$ cat src/rtl/bkl_pkg.sv
// bkl_pkg: constants and types of the backlight control register bank
// assumes: 8-bit register space reached over a two-wire serial slave
package bkl_pkg;
    localparam int unsigned AW = 8;
    localparam int unsigned DW = 8;
    localparam logic [6:0] SLAVE_ADDR = 7'h2c;
    // register offsets
    localparam logic [7:0] ADDR_LEVEL   = 8'h00;
    localparam logic [7:0] ADDR_SETUP   = 8'h01;
    localparam logic [7:0] ADDR_FAULT   = 8'h02;
    localparam logic [7:0] ADDR_IDENT   = 8'h03;
    localparam logic [7:0] ADDR_DIRECT  = 8'h04;
    localparam logic [7:0] ADDR_TEMP_HI = 8'h05;
    localparam logic [7:0] ADDR_TEMP_LO = 8'h06;
    localparam logic [7:0] ADDR_NVM     = 8'h72;
    // field positions
    localparam int unsigned ON_BIT      = 0;
    localparam int unsigned SRC_LSB     = 1;
    localparam int unsigned SRC_W       = 2;
    localparam int unsigned OPEN_BIT    = 7;
    localparam int unsigned SHORT_BIT   = 6;
    localparam int unsigned ANYLED_BIT  = 3;
    localparam int unsigned OCP_BIT     = 2;
    localparam int unsigned TSD_BIT     = 1;
    localparam int unsigned LOW_SUPPLY_FLAG_BIT    = 0;
    localparam int unsigned DIRECT_LSB  = 1;
    localparam int unsigned DIRECT_W    = 6;
    localparam int unsigned NVM_IDLE_BIT = 7;
    localparam int unsigned NVM_CMD_W   = 3;
    localparam int unsigned TEMP_W      = 11;
    localparam int unsigned TEMP_LO_W   = 3;
    // reset values
    localparam logic [7:0] LEVEL_RST  = 8'h00;
    localparam logic [7:0] SETUP_RST  = 8'h00;
    localparam logic [7:0] FAULT_RST  = 8'h00;
    localparam logic [7:0] DIRECT_RST = 8'h00;
    // duty measurement window, log2 of cycles
    localparam int unsigned MEAS_WIN_W = 16;

    typedef enum logic [1:0] {
        SRC_PIN_A = 2'b00,
        SRC_PIN_B = 2'b01,
        SRC_REG   = 2'b10,
        SRC_PASS  = 2'b11
    } bkl_src_t;

    typedef enum logic [2:0] {
        ST_IDLE = 3'b000,
        ST_ADDR = 3'b001,
        ST_AACK = 3'b011,
        ST_RXB  = 3'b010,
        ST_RACK = 3'b110,
        ST_TXB  = 3'b111,
        ST_TACK = 3'b101
    } bkl_i2c_st_t;
endpackage

$ cat src/rtl/bkl_duty_meas.sv
// bkl_duty_meas: measures duty of the synchronised pwm input pin
// assumes: pwm_s already passed two flip-flops on clk_sys
`timescale 1ns/1ps
module bkl_duty_meas #(
    parameter int unsigned WIN_W = bkl_pkg::MEAS_WIN_W
) (
    // clock and reset
    input  wire logic       clk_sys,
    input  wire logic       rst,
    // pin level
    input  wire logic       pwm_s,
    // result
    output logic [7:0]      duty,
    output logic            active
);
    import bkl_pkg::*;

    logic [WIN_W-1:0] win_q, win_d;
    logic [WIN_W:0]   high_q, high_d;
    logic [7:0]       duty_q, duty_d;
    logic             act_q, act_d;

    always_comb
    begin
        win_d  = win_q + 1'b1;
        high_d = high_q + {{WIN_W{1'b0}}, pwm_s};
        duty_d = duty_q;
        act_d  = act_q;
        if (&win_q)
        begin
            // a window high on every cycle saturates to full duty
            duty_d = high_d[WIN_W] ? 8'hff : high_d[WIN_W-1 -: 8];
            act_d  = |high_d;
            high_d = '0;
        end
    end

    always_ff @(posedge clk_sys)
    begin
        if (rst)
        begin
            win_q  <= '0;
            high_q <= '0;
            duty_q <= 8'h00;
            act_q  <= 1'b0;
        end
        else
        begin
            win_q  <= win_d;
            high_q <= high_d;
            duty_q <= duty_d;
            act_q  <= act_d;
        end
    end

    assign duty   = duty_q;
    assign active = act_q;
endmodule // bkl_duty_meas

$ cat src/rtl/bkl_i2c_slave.sv
// bkl_i2c_slave: two-wire serial slave with auto-incrementing pointer
// assumes: scl and sda arrive from pins; register data answers in the same cycle
`timescale 1ns/1ps
module bkl_i2c_slave (
    // clock and reset
    input  wire logic       clk_sys,
    input  wire logic       rst,
    // serial pins
    input  wire logic       scl_in,
    input  wire logic       sda_in,
    output logic            sda_o,
    output logic            sda_oe,
    // register side
    output logic            wr_en,
    output logic            rd_en,
    output logic [7:0]      reg_addr,
    output logic [7:0]      wr_data,
    input  wire logic [7:0] rd_data
);
    import bkl_pkg::*;

    logic [2:0]  sync_q;
    logic [2:0]  sync2_q;
    logic        scl_s, sda_s, scl_p, sda_p;
    logic        start, stop, rise, fall;
    bkl_i2c_st_t st_q, st_d;
    logic [7:0]  sh_q, sh_d, ptr_q, ptr_d;
    logic [3:0]  bit_q, bit_d;
    logic        rw_q, rw_d, first_q, first_d;
    logic        oe_q, oe_d, more_q, more_d;

    assign scl_s = sync2_q[0];
    assign sda_s = sync2_q[1];
    assign scl_p = sync2_q[2];
    assign sda_p = sync_q[2];
    assign start = scl_s & scl_p & sda_p & ~sda_s;
    assign stop  = scl_s & scl_p & ~sda_p & sda_s;
    assign rise  = scl_s & ~scl_p;
    assign fall  = ~scl_s & scl_p;

    always_comb
    begin
        st_d = st_q;
        sh_d = sh_q;
        bit_d = bit_q;
        ptr_d = ptr_q;
        rw_d = rw_q;
        first_d = first_q;
        oe_d = oe_q;
        more_d = more_q;
        wr_en = 1'b0;
        rd_en = 1'b0;
        if (stop)
        begin
            st_d = ST_IDLE;
            oe_d = 1'b0;
        end
        else if (start)
        begin
            st_d = ST_ADDR;
            bit_d = 4'h0;
            first_d = 1'b1;
            oe_d = 1'b0;
        end
        else
        begin
            case (st_q)
                ST_IDLE: st_d = ST_IDLE;
                ST_ADDR, ST_RXB:
                    if (rise)
                    begin
                        sh_d = {sh_q[6:0], sda_s};
                        bit_d = bit_q + 4'h1;
                    end
                    else if (fall && bit_q == 4'h8)
                    begin
                        oe_d = 1'b1;
                        if (st_q == ST_RXB)
                        begin
                            st_d = ST_RACK;
                            first_d = 1'b0;
                            ptr_d = first_q ? sh_q : ptr_q + 8'h01;
                            wr_en = ~first_q;
                        end
                        else if (sh_q[7:1] == SLAVE_ADDR)
                        begin
                            st_d = ST_AACK;
                            rw_d = sh_q[0];
                        end
                        else
                        begin
                            st_d = ST_IDLE;
                            oe_d = 1'b0;
                        end
                    end
                ST_AACK, ST_RACK:
                    if (fall)
                    begin
                        bit_d = 4'h0;
                        if (st_q == ST_AACK && rw_q)
                        begin
                            st_d = ST_TXB;
                            sh_d = rd_data;
                            rd_en = 1'b1;
                            oe_d = ~rd_data[7];
                        end
                        else
                        begin
                            st_d = ST_RXB;
                            oe_d = 1'b0;
                        end
                    end
                ST_TXB:
                    if (fall)
                    begin
                        if (bit_q == 4'h7)
                        begin
                            st_d = ST_TACK;
                            oe_d = 1'b0;
                        end
                        else
                        begin
                            sh_d = {sh_q[6:0], 1'b0};
                            oe_d = ~sh_q[6];
                            bit_d = bit_q + 4'h1;
                        end
                    end
                ST_TACK:
                    if (rise)
                    begin
                        more_d = ~sda_s;
                        ptr_d = sda_s ? ptr_q : ptr_q + 8'h01;
                    end
                    else if (fall)
                    begin
                        if (more_q)
                        begin
                            st_d = ST_TXB;
                            sh_d = rd_data;
                            rd_en = 1'b1;
                            oe_d = ~rd_data[7];
                            bit_d = 4'h0;
                        end
                        else
                            st_d = ST_IDLE;
                    end
                default: st_d = ST_IDLE;
            endcase
        end
    end

    always_ff @(posedge clk_sys)
    begin
        sync_q  <= {sda_s, sda_in, scl_in};
        sync2_q <= {scl_s, sync_q[1:0]};
        if (rst)
        begin
            st_q <= ST_IDLE;
            sh_q <= 8'h00;
            bit_q <= 4'h0;
            ptr_q <= 8'h00;
            rw_q <= 1'b0;
            first_q <= 1'b0;
            oe_q <= 1'b0;
            more_q <= 1'b0;
        end
        else
        begin
            st_q <= st_d;
            sh_q <= sh_d;
            bit_q <= bit_d;
            ptr_q <= ptr_d;
            rw_q <= rw_d;
            first_q <= first_d;
            oe_q <= oe_d;
            more_q <= more_d;
        end
    end

    assign sda_o    = 1'b0;
    assign sda_oe   = oe_q;
    assign reg_addr = ptr_q;
    assign wr_data  = sh_q;
endmodule // bkl_i2c_slave

$ cat src/rtl/bkl_ctrl_regs.sv
// bkl_ctrl_regs: register bank and brightness path of a led backlight driver
// assumes: pins from outside clk_sys; temperature and nvm status on clk_sys
`timescale 1ns/1ps
module bkl_ctrl_regs #(
    parameter int unsigned WIN_W    = bkl_pkg::MEAS_WIN_W,
    parameter logic        PANEL_ID = 1'b0,
    // arbitrary value
    parameter logic [3:0]  MAKER_ID = 4'h5,
    // arbitrary value
    parameter logic [2:0]  REV_ID   = 3'h1
) (
    // clock and reset
    input  wire logic                       clk_sys,
    input  wire logic                       rst,
    // serial pins
    input  wire logic                       scl_in,
    input  wire logic                       sda_in,
    output logic                            sda_o,
    output logic                            sda_oe,
    // control pins
    input  wire logic                       pwm_in,
    input  wire logic                       en_in,
    // fault detectors
    input  wire logic                       led_open_det,
    input  wire logic                       led_short_det,
    input  wire logic                       overcurrent_det,
    input  wire logic                       thermal_det,
    input  wire logic                       low_supply_det,
    // fault pin, open drain
    output logic                            fault_o,
    output logic                            fault_oe,
    // backlight outputs
    output logic                            led_pwm,
    output logic                            chip_on,
    output logic [7:0]                      brightness_level,
    output logic [bkl_pkg::DIRECT_W-1:0]    channel_on,
    // temperature and nvm
    input  wire logic [bkl_pkg::TEMP_W-1:0] temp_code,
    input  wire logic                       nvm_idle,
    output logic                            nvm_init_cmd,
    output logic                            nvm_burn_cmd,
    output logic                            nvm_load_cmd
);
    import bkl_pkg::*;

    logic [6:0]          sync1_q, sync2_q;
    logic                pwm_s, en_s;
    logic [4:0]          det_s;
    logic                wr_en, rd_en;
    logic [7:0]          reg_addr, wr_data, rd_data;
    logic [7:0]          level_q, level_d;
    logic [7:0]          setup_q, setup_d;
    logic [7:0]          fault_q, fault_d;
    logic [7:0]          fault_set;
    logic                fault_clr;
    logic [DIRECT_W-1:0] direct_q, direct_d;
    logic [NVM_CMD_W-1:0] cmd_q, cmd_d;
    logic [7:0]          cnt_q;
    logic                pwm_q, pwm_d, on_q, on_d;
    logic [7:0]          meas_duty, duty_src;
    logic                meas_active;
    bkl_src_t            src;

    // pins pass two flops before use
    always_ff @(posedge clk_sys)
    begin
        sync1_q <= {pwm_in, en_in, led_open_det, led_short_det,
                    overcurrent_det, thermal_det, low_supply_det};
        sync2_q <= sync1_q;
    end
    assign pwm_s = sync2_q[6];
    assign en_s  = sync2_q[5];
    assign det_s = sync2_q[4:0];

    bkl_i2c_slave u_serial (
        .clk_sys  (clk_sys),
        .rst      (rst),
        .scl_in   (scl_in),
        .sda_in   (sda_in),
        .sda_o    (sda_o),
        .sda_oe   (sda_oe),
        .wr_en    (wr_en),
        .rd_en    (rd_en),
        .reg_addr (reg_addr),
        .wr_data  (wr_data),
        .rd_data  (rd_data)
    );

    bkl_duty_meas #(
        .WIN_W (WIN_W)
    ) u_meas (
        .clk_sys (clk_sys),
        .rst     (rst),
        .pwm_s   (pwm_s),
        .duty    (meas_duty),
        .active  (meas_active)
    );

    // register writes and fault latching
    always_comb
    begin
        level_d  = level_q;
        setup_d  = setup_q;
        direct_d = direct_q;
        cmd_d    = '0;
        if (wr_en)
        begin
            case (reg_addr)
                ADDR_LEVEL:  level_d = wr_data;
                ADDR_SETUP:  setup_d = {5'h00, wr_data[SRC_LSB+SRC_W-1:0]};
                ADDR_DIRECT: direct_d = wr_data[DIRECT_LSB +: DIRECT_W];
                ADDR_NVM:    cmd_d = wr_data[NVM_CMD_W-1:0];
                default:     level_d = level_q;
            endcase
        end
        fault_set = 8'h00;
        fault_set[OPEN_BIT]   = det_s[4];
        fault_set[SHORT_BIT]  = det_s[3];
        fault_set[ANYLED_BIT] = det_s[4] | det_s[3];
        fault_set[OCP_BIT]    = det_s[2];
        fault_set[TSD_BIT]    = det_s[1];
        fault_set[LOW_SUPPLY_FLAG_BIT]   = det_s[0];
        fault_clr = (rd_en && reg_addr == ADDR_FAULT) || !en_s;
        // set wins over clear; flags hold otherwise
        fault_d = fault_set | (fault_q & ~{8{fault_clr}});
    end

    always_ff @(posedge clk_sys)
    begin
        if (rst)
        begin
            level_q  <= LEVEL_RST;
            setup_q  <= SETUP_RST;
            fault_q  <= FAULT_RST;
            direct_q <= DIRECT_RST[DIRECT_LSB +: DIRECT_W];
            cmd_q    <= '0;
        end
        else
        begin
            level_q  <= level_d;
            setup_q  <= setup_d;
            fault_q  <= fault_d;
            direct_q <= direct_d;
            cmd_q    <= cmd_d;
        end
    end

    // read mux; unmapped offsets read zero
    always_comb
    begin
        case (reg_addr)
            ADDR_LEVEL:   rd_data = level_q;
            ADDR_SETUP:   rd_data = setup_q;
            ADDR_FAULT:   rd_data = fault_q;
            ADDR_IDENT:   rd_data = {PANEL_ID, MAKER_ID, REV_ID};
            ADDR_DIRECT:  rd_data = {1'b0, direct_q, 1'b0};
            ADDR_TEMP_HI: rd_data = temp_code[TEMP_W-1:TEMP_LO_W];
            ADDR_TEMP_LO: rd_data = {temp_code[TEMP_LO_W-1:0], 5'h00};
            ADDR_NVM:     rd_data = {nvm_idle, 7'h00};
            default:      rd_data = 8'h00;
        endcase
    end

    // brightness path
    assign src = bkl_src_t'(setup_q[SRC_LSB +: SRC_W]);

    always_comb
    begin
        case (src)
            SRC_REG:
            begin
                duty_src = level_q;
                on_d = setup_q[ON_BIT];
            end
            default:
            begin
                duty_src = meas_duty;
                on_d = meas_active;
            end
        endcase
        if (src == SRC_PASS)
            pwm_d = pwm_s;
        else
            pwm_d = on_d && (cnt_q < duty_src);
    end

    always_ff @(posedge clk_sys)
    begin
        if (rst)
        begin
            cnt_q <= 8'h00;
            pwm_q <= 1'b0;
            on_q  <= 1'b0;
        end
        else
        begin
            cnt_q <= cnt_q + 8'h01;
            pwm_q <= pwm_d;
            on_q  <= on_d;
        end
    end

    assign led_pwm          = pwm_q;
    assign chip_on          = on_q;
    assign brightness_level = duty_src;
    assign channel_on       = direct_q;
    assign nvm_init_cmd     = cmd_q[2];
    assign nvm_burn_cmd     = cmd_q[1];
    assign nvm_load_cmd     = cmd_q[0];
    assign fault_o          = 1'b0;
    assign fault_oe         = |fault_q;
endmodule // bkl_ctrl_regs

$ cat config.mk
export PLATFORM = sky130hd
export DESIGN_NAME = bkl_ctrl_regs
export DESIGN_NICKNAME = d
export VERILOG_FILES = /design/src/rtl/bkl_pkg.sv /design/src/rtl/bkl_duty_meas.sv /design/src/rtl/bkl_i2c_slave.sv /design/src/rtl/bkl_ctrl_regs.sv
export SDC_FILE = /design/constraint.sdc
export NUM_CORES = 1
export LEC_CHECK = 0
export BUFFER_PORTS_ARGS = -buffer_cell sky130_fd_sc_hd__clkbuf_2
export CAP_MARGIN = 20
export CORE_ASPECT_RATIO = 1.4
export CORE_MARGIN = 5
export CORE_UTILIZATION = 60
export CTS_BUF_LIST = sky130_fd_sc_hd__clkbuf_8 sky130_fd_sc_hd__clkbuf_16
export CTS_CLUSTER_SIZE = 8
export DETAILED_ROUTE_END_ITERATION = 8
export GPL_TIMING_DRIVEN = 0
export PLACE_DENSITY = 0.75
export SETUP_SLACK_MARGIN = 0.4
export SKIP_CTS_REPAIR_TIMING = 1
export SYNTH_ARGS = -nofsm -noshare
export SYNTH_HDL_FRONTEND = slang
export SYNTH_HIERARCHICAL = 1
export SYNTH_SLANG_ARGS = --single-unit
$ cat constraint.sdc
create_clock -name clk_sys -period 2.5 [get_ports clk_sys]
set_input_delay 0.5 -clock clk_sys [delete_from_list [all_inputs] [get_ports clk_sys]]
set_output_delay 0.5 -clock clk_sys [all_outputs]
set_load 0.005 [all_outputs]
# --- Yosys cells after proc, flatten, opt, wreduce, memory -nomap -nowiden ---
# Index checks and enable logic that the tools add are counted.
totals:
  word_cells: 206
  ff_bits: 127
  inputBits: 23
  out_inout_bits: 23
op_classes:
  n_mux: 74
  order_cmp: 1
  reduce_logical: 34
  eq_ne: 43
  addsub: 5
  bitwise: 24
ops:
  columns: ["operator", "n"]
  rows:
  - ["$mux 8", 16]
  - ["$pmux 8 s8", 1]
  - ["$mux 1", 32]
  - ["$mux 4", 8]
  - ["$pmux 8 s4", 1]
  - ["$mux 3", 10]
  - ["$eq 8x3->1 const B", 3]
  - ["$ne 2x1->1 const B", 11]
  - ["$ne 3x1->1 const B", 7]
  - ["$reduce_and 7->1", 3]
  - ["$add 17x1->17", 1]
  - ["$reduce_or 17->1", 1]
  - ["$add 16x1->16 const B", 1]
  - ["$add 8x1->8 const B", 2]
  - ["$eq 8x2->1 const B", 2]
  - ["$pmux 4 s4", 1]
  - ["$pmux 8 s2", 1]
  - ["$reduce_and 16->1", 1]
  - ["$reduce_and 8->1", 2]
  - ["$not 1->1", 13]
  - ["$pmux 3 s4", 1]
  - ["$reduce_and 11->1", 1]
  - ["$eq 3x3->1 const B", 3]
  - ["$ne 3x2->1 const B", 3]
  - ["other kinds (33)", 56]

# --- Depth between registers and ports, before layout ---
# Gate-level depths: netlist (run 1).
depth:
  word_depth: 12
  depth_mapped: 10
  depth_no_buf: 9

# --- By module ---
# The synthesis (run 1) kept the hierarchy.
by_module_without_submodules:
  columns: ["module", "instances", "area_per_inst_um2", "cells_per_inst", "seq_area_each_um2"]
  rows:
  - ["bkl_ctrl_regs", 1, 2356.0, 238, 1041.0]
  - ["bkl_i2c_slave", 1, 1976.9, 237, 660.6]
  - ["bkl_duty_meas", 1, 1948.1, 216, 840.8]

# --- Worst setup path before layout (run 1) ---
# Ideal clock, no wire load.
synth_path:
  kind: "register to register"
  from: "register u_serial.st_q[2]"
  to: "register level_q[0]"
  t_arrival_ns: 2.121
  stages_incl_launch_ff: 9
  slack_ns: 0.252
  setup_time_ns: 0.128
  cell_sequence: "dfxtp_1 > buf_2 > buf_2 > or3_1 > nor3_1 > nand2b_1 > nor4_4 > mux2i_1 > nor2_1"
synth_via:
  elab_chain_len: 8
  elab_cells_between_ends: 10
synth_lines:
  columns: ["element", "line", "text"]
  rows:
  - ["start: declaration", "bkl_i2c_slave.sv:26", "bkl_i2c_st_t st_q, st_d;"]
  - ["start signal: assignment", "bkl_i2c_slave.sv:169", "st_q <= st_d;"]
  - ["$eq 3x2->1", "bkl_i2c_slave.sv:67, bkl_i2c_slave.sv:78", null]
  - ["$mux 1", "bkl_i2c_slave.sv:78", "if (st_q == ST_RXB)"]
  - ["$mux 1", "bkl_i2c_slave.sv:75", "else if (fall && bit_q == 4'h8)"]
  - ["$mux 1", "bkl_i2c_slave.sv:70", "if (rise)"]
  - ["$mux 1 (*)", "bkl_i2c_slave.sv:67", "case (st_q)"]
  - ["$mux 1 (*)", "bkl_i2c_slave.sv:58", "else if (start)"]
  - ["$mux 1 (*)", "bkl_i2c_slave.sv:53", "if (stop)"]
  - ["named net wr_en", "bkl_ctrl_regs.sv:49", "logic wr_en, rd_en;"]
  - ["$reduce_and 2->1 (no line) (*)", null, null]
  - ["end signal: assignment", "bkl_ctrl_regs.sv:140", "level_q <= level_d;"]
  - ["end: declaration", "bkl_ctrl_regs.sv:51", "logic [7:0] level_q, level_d;"]
# Mark *: on every way through the listed nets, which the timed path passes. The rest lies on a longest branch.
# A chain may end at the register's enable or synchronous reset.

# --- Worst setup path after layout (run 1) ---
layout_path:
  from: "register u_serial.bit_q[0]"
  to: "register direct_q[5], in the netlist channel_on[5]"
layout_via:
  elab_chain_len: 8
layout_lines:
  columns: ["element", "line", "text"]
  rows:
  - ["start: declaration", "bkl_i2c_slave.sv:28", "logic [3:0] bit_q, bit_d;"]
  - ["start signal: assignment", "bkl_i2c_slave.sv:171", "bit_q <= bit_d;"]
  - ["$eq 4x4->1", "bkl_i2c_slave.sv:75", null]
  - ["$logic_and 1x1->1", "bkl_i2c_slave.sv:75", null]
  - ["$mux 1", "bkl_i2c_slave.sv:75", null]
  - ["$mux 1", "bkl_i2c_slave.sv:70", null]
  - ["$mux 1", "bkl_i2c_slave.sv:67", null]
  - ["$mux 1", "bkl_i2c_slave.sv:58", null]
  - ["$mux 1", "bkl_i2c_slave.sv:53", null]
  - ["named net wr_en", "bkl_ctrl_regs.sv:49", null]
  - ["$reduce_and 2->1 (no line)", null, null]
  - ["end signal: assignment", "bkl_ctrl_regs.sv:135", "direct_q <= DIRECT_RST[DIRECT_LSB +: DIRECT_W];"]
  - ["end signal: assignment", "bkl_ctrl_regs.sv:143", "direct_q <= direct_d;"]
  - ["end: declaration", "bkl_ctrl_regs.sv:56", "logic [DIRECT_W-1:0] direct_q, direct_d;"]
# The timed path passes the listed nets, and every way through them passes these cells.

==> summary by stage, run 1 <==
Status
The run finished with clean final reports.

Timing
The max-slew violation total from the final report is 0. The pin slew with the least headroom to its limit is 0.959 ns. In the final timing run, aggregate negative setup slack is 0 ns. Counting I/O delays and the setup requirement, the final critical path takes 2.36 ns. On the final layout, the worst hold slack is 0.176 ns. The worst max-slew margin expressed relative to the limit is 0.356. The number of endpoints failing setup at the final stage is 0. The peak clock frequency supported by timing is 424 MHz. The final worst clock skew is 0.00834 ns. Dividing the final minimum period by the clock period gives 0.944. The final hold violation count is 0.

Setup repair after global routing could not meet its margin everywhere. The worst path setup slack after routing is 0.141 ns.

Yosys
Among all flip-flop cells after synthesis, the most frequent one is sky130_fd_sc_hd__dfxtp_1. Ranked by instance count, the synthesized netlist is headed by sky130_fd_sc_hd__dfxtp_1, sky130_fd_sc_hd__nor2_1, sky130_fd_sc_hd__mux2i_1. In the synthesized netlist the async set-or-reset flop fraction comes to 0. The number of different library cells used by synthesis comes to 79. The number of nets in the synthesized netlist is 728.

After synthesis the netlist holds a flip-flop and latch count of 127. The synthesized design contains 0 enable-type register cells. Averaged over all synthesized cells, the footprint is roughly 9 sq um. The portion of netlist area occupied by mux cells is 0.0869.

The most common cell in the synthesized netlist is sky130_fd_sc_hd__dfxtp_1. Of the total synthesized cell area, the portion taken by XOR and XNOR cells is 0.0502. The share of synthesized area in the top cell type comes to 0.405. By area the synthesized netlist is led by sky130_fd_sc_hd__dfxtp_1, sky130_fd_sc_hd__mux2i_1, sky130_fd_sc_hd__nor2_1. Of the synthesized area, sequential elements account for 0.405. In this run the cell area of the synthesized design comes to around 6300 sq um. After synthesis, the largest family of logic cells by area is simple AND/OR/NAND/NOR gates. The adder-cell share of the synthesized area is 0.0279.

The post-synthesis cell type with the largest combined area is sky130_fd_sc_hd__dfxtp_1. The Yosys warning count is 6. The simple-gate area share of the yosys netlist is 0.236. The count of mapped cells out of synthesis is 691. The synthesized-area fraction occupied by ao, oa, aoi and oai cells is 0.146.

Power and ir drop
The total leakage power is roughly 0.0030 uW. The worst-case vdd ir drop is 0.524 mV. The analysis attributes to net switching a power of 1090 uW. Of the total power, the clock network draws 0.520. The part of the power in combinational logic is 0.035. For this design the ratio of total power to cell area is 610 nW/um^2. Of the total power, the share spent switching nets is 0.233. The part of the power in registers is 0.445. Cell internal power was estimated by the tool at 3600 uW.

Setup path
The signal on the critical path passes through inv_4, ha_4, nand3b_1, or3_4, nor3_4, nand2b_4, nor4_4, buf_4, mux2i_1, nor2_1. The sort of element at the end of the critical path is a flop. Data arrives at the worst endpoint at 2.64 ns.

The longest individual stage delay on the worst path is 0.41 ns. The kind of launch point of the worst setup path is a flop. The worst setup path is of the reg -> reg kind. The endpoint required time on the critical path is 2.78 ns. Along the worst path, the maximum fanout reaches 5.

The largest individual stage delay along the critical path comes from the cell sky130_fd_sc_hd__or3_4.

Floorplan
The die is 96.5 microns wide. The total area inside the core boundary comes to 10300 sq um. The die footprint is about 13000 sq um. The floorplan has 44 rows. The top-level port count is between 40 and 50. For this configuration, the core starts out at a cell density of 0.610.

From bottom edge to top edge, the die measures 131 microns.

Clocking
In this run, CTS created clock tree buffers numbering 17. The maximum clock insertion buffer count is 2. The clock net in this run drives a total of 127 sinks. After clock tree synthesis, the clock-pin slew on the worst setup and hold paths is 0.06 ns. In this run the number of H-tree levels came out at 4. The clock insertion delay at the later pin of the skew report is ~0.42 ns. TritonCTS built the clock tree.

The cell chosen for the clock root is sky130_fd_sc_hd__clkbuf_16.

Finish
The share of final-layout standard cells stronger than drive strength 1 is 0.254. The area added between synthesis and finish is 22.6%. In the final design database the tool counted 805 nets. Measured on the finished design, the core utilization comes to 0.748. The number of diodes is 0.

The finished layout holds 919 standard cells, fillers aside.

Drt
The total via count in the routed design is 5487. The DRC violation count after routing is 0. Wires add up to roughly 17000 microns. The number of nets with antenna violations after routing is 0.

The number of DRC markers in iteration 0 is 282. The pre-antenna-repair detailed-routing pass consisted of 5 iterations. The wire length per cell after detailed routing is 18.5 microns. The number of vias per cell after detailed routing is 5.97.

Global routing
For this run, the total global-route usage over all layers was measured as 0.264. The largest net degree at the start of global routing is 17. The total grt overflow is 0. The first global-routing pass estimated around 25000 microns of wire. The number of antenna violations at the first check in global routing is 0. The via count of the first global-routing pass was 5268.

Place
The last weighted congestion value of the routability-driven placer is between 0.9 and 1. The placed wire-length estimate after detailed placement is 11600 microns. The post-placement worst setup slack is -0.193 ns. The port buffer count is 43.

The number of cells after detailed placement is 872.

Worst hold path
The path type of the worst min-delay path is in -> reg.

Run
The tool flagged a number of max-cap violations equal to 0.
-- path summary, 6_finish.rpt --
| path | to | depth (start not counted) | slack (ns) | from |
|---|---|---|---|---|
| max | channel_on[5] | 10 | 0.14 | u_serial/bit_q[0] |
| min | u_serial/sync_q[1] | 1 | 0.18 | sda_in |
| min reg2reg | sync2_q[3] | 0 | 0.33 | sync1_q[3] |
| max reg2reg | channel_on[5] | 10 | 0.14 | u_serial/bit_q[0] |
-- per-layer routing --
| layer | GRT usage | vias to the layer above | wire length (microns) |
|---|---|---|---|
| li1 | - | 2603 | - |
| met1 | 0.288 | 2628 | 6330 |
| met2 | 0.472 | 202 | 9000 |
| met3 | 0.0623 | 54 | 966 |
| met4 | 0.127 | 0 | 711 |
| met5 | 0 | - | 0 |
-- power by group through the flow --
stage                     sequential [uW]  clock [uW]  combinational (uW)
after floorplan                      2130           0                96.5
after global placement               2140           0                 144
after detailed placement             2140           0                 148
after CTS                            2090        2460                 150
after global routing                 2100        2580                 181
final                                2090        2440                 163
-- worst max-delay path, delay by kind of cell, from the launching register on --
family,cells,cell delay (ns)
simple gates,6,1.30
flops,1,0.36
buf+inv,2,0.25
mux,1,0.20
fa+ha+maj,1,0.11
-- flip-flops by register name, summed over array words and instances (netlist names), 4 cells and up --
| signal | cells |
|---|---|
| u_meas/win_q | 16 |
| u_serial/wr_data | 8 |
| u_serial/reg_addr | 8 |
| cnt_q | 8 |
| u_serial/bit_q | 4 |
| u_meas/duty | 8 |
| sync2_q | 7 |
| channel_on | 6 |
| u_meas/high_q | 17 |
| fault_q | 8 |
| level_q | 8 |
| sync1_q | 7 |
-- layout by cell type (no fill, tap or decap), types with 7 or more instances in the layout --
| cell | instances |
|---|---|
| sky130_fd_sc_hd__buf_2 | 10 |
| sky130_fd_sc_hd__nand3_1 | 22 |
| sky130_fd_sc_hd__nor3_1 | 15 |
| sky130_fd_sc_hd__clkbuf_2 | 45 |
| sky130_fd_sc_hd__a21oi_1 | 27 |
| sky130_fd_sc_hd__nand2_1 | 32 |
| sky130_fd_sc_hd__xnor2_1 | 18 |
| sky130_fd_sc_hd__dfxtp_1 | 116 |
| sky130_fd_sc_hd__xor2_1 | 17 |
| sky130_fd_sc_hd__buf_4 | 18 |
| sky130_fd_sc_hd__clkbuf_1 | 13 |
| sky130_fd_sc_hd__inv_1 | 20 |
| sky130_fd_sc_hd__nor2_1 | 102 |
| sky130_fd_sc_hd__a211oi_2 | 10 |
| sky130_fd_sc_hd__nand2b_1 | 10 |
| sky130_fd_sc_hd__o21ai_0 | 21 |
| sky130_fd_sc_hd__nor2b_1 | 7 |
| sky130_fd_sc_hd__buf_6 | 7 |
| sky130_fd_sc_hd__clkbuf_16 | 17 |
| sky130_fd_sc_hd__ha_1 | 11 |
| sky130_fd_sc_hd__mux2i_1 | 37 |
| sky130_fd_sc_hd__and3_1 | 8 |
-- logic make-up after synthesis --
kind of cell | Yosys count
AND/OR/NAND/NOR | 272
AO/OA/AOI/OAI | 127
flip-flops | 127
buffers and inverters | 63
multiplexers | 50
XOR/XNOR | 36
adder cells (fa/ha/maj) | 14
other | 2
-- per-stage QoR --
step                total power [uW]  cell area [sq um]
floorplan                       2220               6310
global placement                2280               6700
detailed placement              2290               6700
CTS                             4710               7280
global route                    4850               7700
finish                          4700               7700
-- layout make-up --
class	instances	area (sq um)
fill	735	2590
inverter	21	81.3
clock inverter	15	164
sequential	127	2570
timing repair buffer	58	350
buffer	42	284
multi-input combinational	501	3650
clock buffer	17	425
tap	138	173
No activity file was read; power rests on OpenSTA's default activity.
==> run 2, diff against run 1 <==
--- a/config.mk
+++ b/config.mk
@@ -14,7 +14,7 @@
 export CTS_CLUSTER_SIZE = 8
 export DETAILED_ROUTE_END_ITERATION = 8
 export GPL_TIMING_DRIVEN = 0
-export PLACE_DENSITY = 0.75
+export PLACE_DENSITY = 0.79
 export SETUP_SLACK_MARGIN = 0.4
 export SKIP_CTS_REPAIR_TIMING = 1
 export SYNTH_ARGS = -nofsm -noshare
==> run 2 against run 1 <==
Against the previous run: clock-buffer cell count unchanged; routed wire length down 2.3%; fmax down 2.2%; clock power up 8%; register-to-register slack worse by 0.05 ns; hold slack about the same; sequential power about the same; worst setup slack worse by 0.053 ns; critical path type unchanged.
==> summary by stage, run 2 (same netlist as run 1, synthesis figures left out) <==
Status
The run finished with clean final reports.

Floorplan
The die footprint is 12600 sq um (unchanged). The top-level port count is 46 (unchanged). The die height is 131 microns (unchanged).

The core footprint is 10300 sq um (unchanged). The row count is 44 (unchanged). The chip width is 96.5 microns (unchanged). The starting density of the core is 0.610 (unchanged).

Power and ir drop
The worst-case vdd ir drop is 0.518 mV (-1.2%). The ratio of total power to cell area is 634 nW/um^2 (+3.8%). The overall power consumption is 4890 uW (+4.0%).

The total leakage power is 0.00298 uW (+0.51%).

Global routing
The met2 track demand over resource is 0.482 (+0.00935). The fraction of met3 tracks used by global routing was 0.0634 (+0.00114). The total grt overflow was 0 (unchanged). The wire length of the first global-routing pass is 25600 microns (+0.54%). The number of antenna violations at the first check in global routing is 0 (unchanged). The via count of the first global-routing pass is 5406 (+2.6%). The largest net degree at the start of global routing is 17 (unchanged). The all-layer global routing usage was 0.266 (+0.00211). The met1 layer usage reported by global route is 0.277 (-0.0116). The global routing stage identified its most utilized layer as met2.

Setup path
The arrival time at the worst endpoint is 2.70 ns (+0.06 ns). Traced cell by cell, the critical path runs through inv_4, ha_4, nand3b_1, or3_4, nor3_4, nand2b_1, buf_6, nor4_4, buf_12, mux2i_1, nor2_1. The worst setup path is captured at a flop.

The combined buffer and inverter count along the critical path is 3 (+1). The longest individual stage delay on the worst path was 0.38 ns (-0.03 ns). The family of cells with the greatest summed delay on the critical path is simple AND/OR/NAND/NOR gates.

The cell type of the slowest stage on the worst timing path is sky130_fd_sc_hd__or3_4. The critical path is of the reg -> reg type. The highest net fanout along the worst path was 8 (+3). The endpoint required time on the critical path is 2.79 ns (about the same). STA classifies the critical path startpoint as a flop.

Finish
The final instance count without filler cells is 921 (+0.22%). The post-layout utilization of the core is 0.750 (+0.00158). The number of inserted filler cells in the final layout is 725 (-1.4%). The flip-flop count of the largest register, all copies and words added is 17 (unchanged).

The number of diodes is 0 (unchanged). The number of nets in the finished design came to 807 (+0.25%). The largest registers in the layout are u_meas/high_q (17), u_meas/win_q (16). The area added between synthesis and finish is 22.8%. Ranked by flip-flop count, first place goes to u_meas/high_q. In the layout the commonest cells are sky130_fd_sc_hd__dfxtp_1, sky130_fd_sc_hd__nor2_1, sky130_fd_sc_hd__clkbuf_2, sky130_fd_sc_hd__mux2i_1, sky130_fd_sc_hd__nand2_1. The most common cell after layout, fill and taps aside is sky130_fd_sc_hd__dfxtp_1. The share of final-layout standard cells stronger than drive strength 1 is 0.254 (+0.000630).

Place
The port buffer count is 43 (unchanged). The last weighted congestion value of the routability-driven placer is 0.950 (+2.7%). The placed wire-length estimate after detailed placement came to 11600 microns (about the same). The number of cells after detailed placement is 872 (unchanged).

Drt
The number of DRC markers in iteration 0 is 222 (-21%). The detailed-routing iteration count for the pre-antenna-repair pass was 5 (unchanged). The final routed wirelength across all metal layers is 16600 microns (-2.3%).

The wire length per cell after detailed routing is 18.0 microns (-2.5%). The DRC violation count after routing was 0 (unchanged). The number of vias per cell after detailed routing came to 5.89 (-1.4%). The total via count in the routed design was 5423 (-1.2%). The number of nets with antenna violations after routing is 0 (unchanged).

Worst hold path
In this run the worst hold path is classified as in -> reg.

Clocking
The post-CTS clock slew at the launch and capture registers of the worst setup and hold paths came to 0.06 ns (about the same). The TritonCTS buffer count was 17 (unchanged). The number of clock sinks is 127 (unchanged).

The maximum clock insertion buffer count is 2 (unchanged). The tree is rooted in a sky130_fd_sc_hd__clkbuf_16. The number of levels in the clock H-tree is 4 (unchanged). TritonCTS built the clock tree. The clock insertion delay at the later pin of the skew report was 0.42 ns (about the same).

Timing
The final worst clock skew is 0.00782 ns (-0.000520 ns). The final hold violation count is 0 (unchanged). The final period utilization is 0.965 (+0.0210). The final hold slack is 0.176 ns (-0.000309 ns). Setup repair after global routing could not meet its margin everywhere. The number of endpoints failing setup at the final stage is 0 (unchanged).

The max-slew violation total from the final report was 0 (unchanged). The pin slew with the least headroom to its limit was 0.681 ns (-0.279 ns). The time the worst path needs with I/O delays and setup is 2.41 ns (+0.0526 ns). The peak clock frequency supported by timing is 415 MHz (-2.2%). The worst max-slew margin expressed relative to the limit is 0.545 (+0.189).

Run
The number of max-cap violations is 0 (unchanged).
[run 2: report_power, final]
group	internal, uW	switching (uW)	leakage (uW)	total [uW]
Sequential	2060	33.6	0.00104	2090
Clock	1680	954	0.000301	2630
Combinational	66.9	93.6	0.00163	160
Total	3810	1080	0.00298	4890
[run 2: layout make-up]
type	count	area, sq um	share of cell area
Sequential cell	127	2560	0.332
Buffer	42	278	0.0360
Inverter	21	81.3	0.0105
Tap cell	138	173	0.0224
Multi-Input combinational cell	501	3610	0.468
Clock inverter	15	209	0.0271
Clock buffer	17	425	0.0551
Timing Repair Buffer	60	372	0.0482
[run 2: per-stage QoR]
stage	cell area [sq um]	TNS, ns	setup slack (ns)
floorplan	6310	0	0.297
global route	7720	0	0.0368
finish	7720	0	0.0883
CTS	7330	-2.03	-0.258
detailed placement	6700	-1.54	-0.223
global placement	6700	-1.14	-0.146
[run 2: final timing paths]
check                          from                  to  slack, ns  cells after the start
setup / recovery  u_serial/bit_q[0]          level_q[3]       0.09                     11
hold / removal               sda_in  u_serial/sync_q[1]       0.18                      1
hold reg to reg          sync1_q[0]          sync2_q[0]       0.33                      0
setup reg to reg  u_serial/bit_q[0]          level_q[3]       0.09                     11
[run 2: metal layers]
metal  wire length [microns]  vias up
met5                       0        -
met4                     864        0
met3                     858       57
met2                    8690      191
met1                    6200     2562
li1                        -     2613
==> run 3, diff against run 2 <==
==> constraint.sdc (replaced) <==
create_clock -name clk_sys -period 2.5 [get_ports clk_sys]
set_input_delay 0.125 -clock clk_sys [delete_from_list [all_inputs] [get_ports clk_sys]]
set_output_delay 0.125 -clock clk_sys [all_outputs]
set_load 0.005 [all_outputs]
==> run 3 against run 2 <==
Against the previous run: critical path depth did not move; register-to-register slack improved by 0.02 ns; first-iteration DRC count grew 28%; combinational power is 8% higher; flip-flop and latch count is the same; cell count grew 1.3%; sequential power about the same; hold slack better by 0.0068 ns; routed wire length rose by 1.9%.
==> summary by stage, run 3 (same netlist as run 1, synthesis figures left out) <==
Setup path
Traced cell by cell, the critical path runs through inv_4, ha_4, nand3b_1, or3_4, nor3_4, nand2b_1, buf_6, nor4_4, buf_12, mux2i_1, nor2_1. The arrival time at the worst endpoint is 2.68 ns (-0.02 ns). The sort of element at the end of the critical path is a flop. The reg2reg setup slack was 0.11 ns (+0.02 ns). STA classifies the critical path startpoint as a flop. The endpoint required time on the critical path is 2.79 ns (about the same).

The kind of critical path is reg -> reg. The highest net fanout along the worst path was 8 (unchanged). The slowest stage of the critical path is the sky130_fd_sc_hd__or3_4 cell. The longest individual stage delay on the worst path is 0.39 ns (about the same).

Place
The last weighted congestion value of the routability-driven placer came to 0.950 (unchanged). The cell area after placement is 6700 sq um (unchanged). The port buffer count came to 43 (unchanged). The placed wire-length estimate after detailed placement is 11600 microns (unchanged).

Run
The number of max-cap violations is 0 (unchanged).

Timing
The max-slew violation total from the final report came to 0 (unchanged). The time the worst path needs with I/O delays and setup came to 2.39 ns (-0.0199 ns). The number of endpoints failing setup at the final stage is 0 (unchanged). The worst max-slew margin expressed relative to the limit is 0.540 (-0.00494). The final worst clock skew is 0.0151 ns (+0.00724 ns). The peak clock frequency supported by timing came to 418 MHz (+0.83%). The pin slew with the least headroom to its limit is 0.690 ns (+0.00889 ns). The final hold violation count is 0 (unchanged).

The final period utilization is 0.957 (-0.00795). Setup repair after global routing could not meet its margin everywhere. The setup TNS is 0 ns (unchanged).

Global routing
The number of antenna violations at the first check in global routing came to 0 (unchanged). The via count of the first global-routing pass is 5406 (unchanged). The wire length of the first global-routing pass was 25600 microns (unchanged). The largest net degree at the start of global routing was 17 (unchanged). The total grt overflow is 0 (unchanged).

The all-layer global routing usage is 0.266 (unchanged).

Clocking
The number of clock sinks is 127 (unchanged). The number of levels in the clock H-tree is 4 (unchanged). The clock insertion delay at the later pin of the skew report is 0.42 ns (about the same).

The TritonCTS buffer count was 17 (unchanged). The post-CTS clock slew at the launch and capture registers of the worst setup and hold paths is 0.06 ns (about the same). The cell chosen for the clock root is sky130_fd_sc_hd__clkbuf_16. The maximum clock insertion buffer count was 2 (unchanged).

The CTS tree is yes.

Status
The flow ran to the end, and the final reports show no timing, DRC or antenna violations.

Power and ir drop
The ratio of total power to cell area was 628 nW/um^2 (-0.92%). The total leakage power was 0.00303 uW (+1.9%). The worst-case vdd ir drop was 0.517 mV (about the same).

Finish
From synthesis to final layout, the design area changed by 24.2%. The most flop-heavy register is u_meas/high_q. The share of final-layout standard cells stronger than drive strength 1 is 0.252 (-0.00258). The most common cell after layout, fill and taps aside is sky130_fd_sc_hd__dfxtp_1. The post-layout utilization of the core came to 0.758 (+0.00839). The flip-flop count of the largest register, all copies and words added came to 17 (unchanged). The final design instance area without fill was 7800 sq um (+1.1%). Leaving out fill and tap cells, the most frequent cells in the layout are sky130_fd_sc_hd__dfxtp_1, sky130_fd_sc_hd__nor2_1, sky130_fd_sc_hd__clkbuf_2, sky130_fd_sc_hd__mux2i_1, sky130_fd_sc_hd__nand2_1. The largest registers in the layout are u_meas/high_q (17), u_meas/win_q (16).

The number of diodes is 0 (unchanged). The number of nets in the finished design is 819 (+1.5%).

Drt
The number of vias per cell after detailed routing is 5.91 (+0.35%). The wire length per cell after detailed routing is 18.1 microns (+0.54%). The total via count in the routed design is 5513 (+1.7%). The number of nets with antenna violations after routing is 0 (unchanged).

The final routed wirelength across all metal layers is 16900 microns (+1.9%). The DRC violation count after routing is 0 (unchanged). The detailed-routing iteration count for the pre-antenna-repair pass was 5 (unchanged). The number of DRC markers in iteration 0 is 285 (+28%).

Floorplan
The starting density of the core came to 0.610 (unchanged). The top-level port count is 46 (unchanged). The die height is 131 microns (unchanged).

The core footprint is 10300 sq um (unchanged). The chip width is 96.5 microns (unchanged). The die footprint was 12600 sq um (unchanged).

The row count is 44 (unchanged).

Worst hold path
The worst hold path belongs to the class in -> reg.
## run 3: cell types whose count changed in the layout (fill, tap and decap cells not counted), sizes merged
cell / previous run / this run
buf: 44 / 47
dlygate4sd3: 0 / 9
## run 3: final timing paths
path / startpoint / to / cells past startpoint
worst max-delay path: u_serial/bit_q[0] / level_q[2] / 11
worst min-delay path: rst / fault_q[3] / 3
worst max register to register: u_serial/bit_q[0] / level_q[2] / 11
worst min register to register: u_serial/sync_q[0] / u_serial/sync2_q[0] / 0
## run 3: metrics by stage
step | instances | setup slack (ns) | hold WS [ns] | total power, uW
finish | 933 | 0.108 | 0.183 | 4900
global route | 933 | 0.0377 | 0.183 | 5050
CTS | 904 | -0.258 | -0.209 | 4910
detailed placement | 872 | -0.223 | 0.229 | 2290
global placement | 872 | -0.146 | 0.227 | 2280
floorplan | 691 | 0.297 | 0.153 | 2220
## run 3: worst max-delay path, delay by kind of cell (launching register included)
| kind | cells | cell delay [ns] |
|---|---|---|
| fa+ha+maj | 1 | 0.11 |
| buf+inv | 3 | 0.41 |
| flops | 1 | 0.36 |
| mux | 1 | 0.22 |
| simple gates | 6 | 1.17 |
## run 3: per-layer routing
layer / up-vias / share of wire / GRT usage
met5: - / 0 / 0
met1: 2613 / 0.38 / 0.277
li1: 2642 / - / -
met4: 0 / 0.037 / 0.148
met2: 208 / 0.53 / 0.482
met3: 50 / 0.054 / 0.0634
## run 3: where the power goes
part	leakage (uW)	internal, uW	switching, uW
registers	0.00104	2060	33.9
clock network	0.000301	1680	949
logic	0.00169	76.1	96.9
total	0.00303	3820	1080
## run 3: area by class of cell
cell class | instances | area, sq um
Multi-Input combinational cell | 501 | 3590
Sequential cell | 127 | 2560
Fill cell | 728 | 2490
Timing Repair Buffer | 72 | 484
Clock buffer | 17 | 425
Buffer | 42 | 278
Clock inverter | 15 | 209
Tap cell | 138 | 173
Inverter | 21 | 81.3
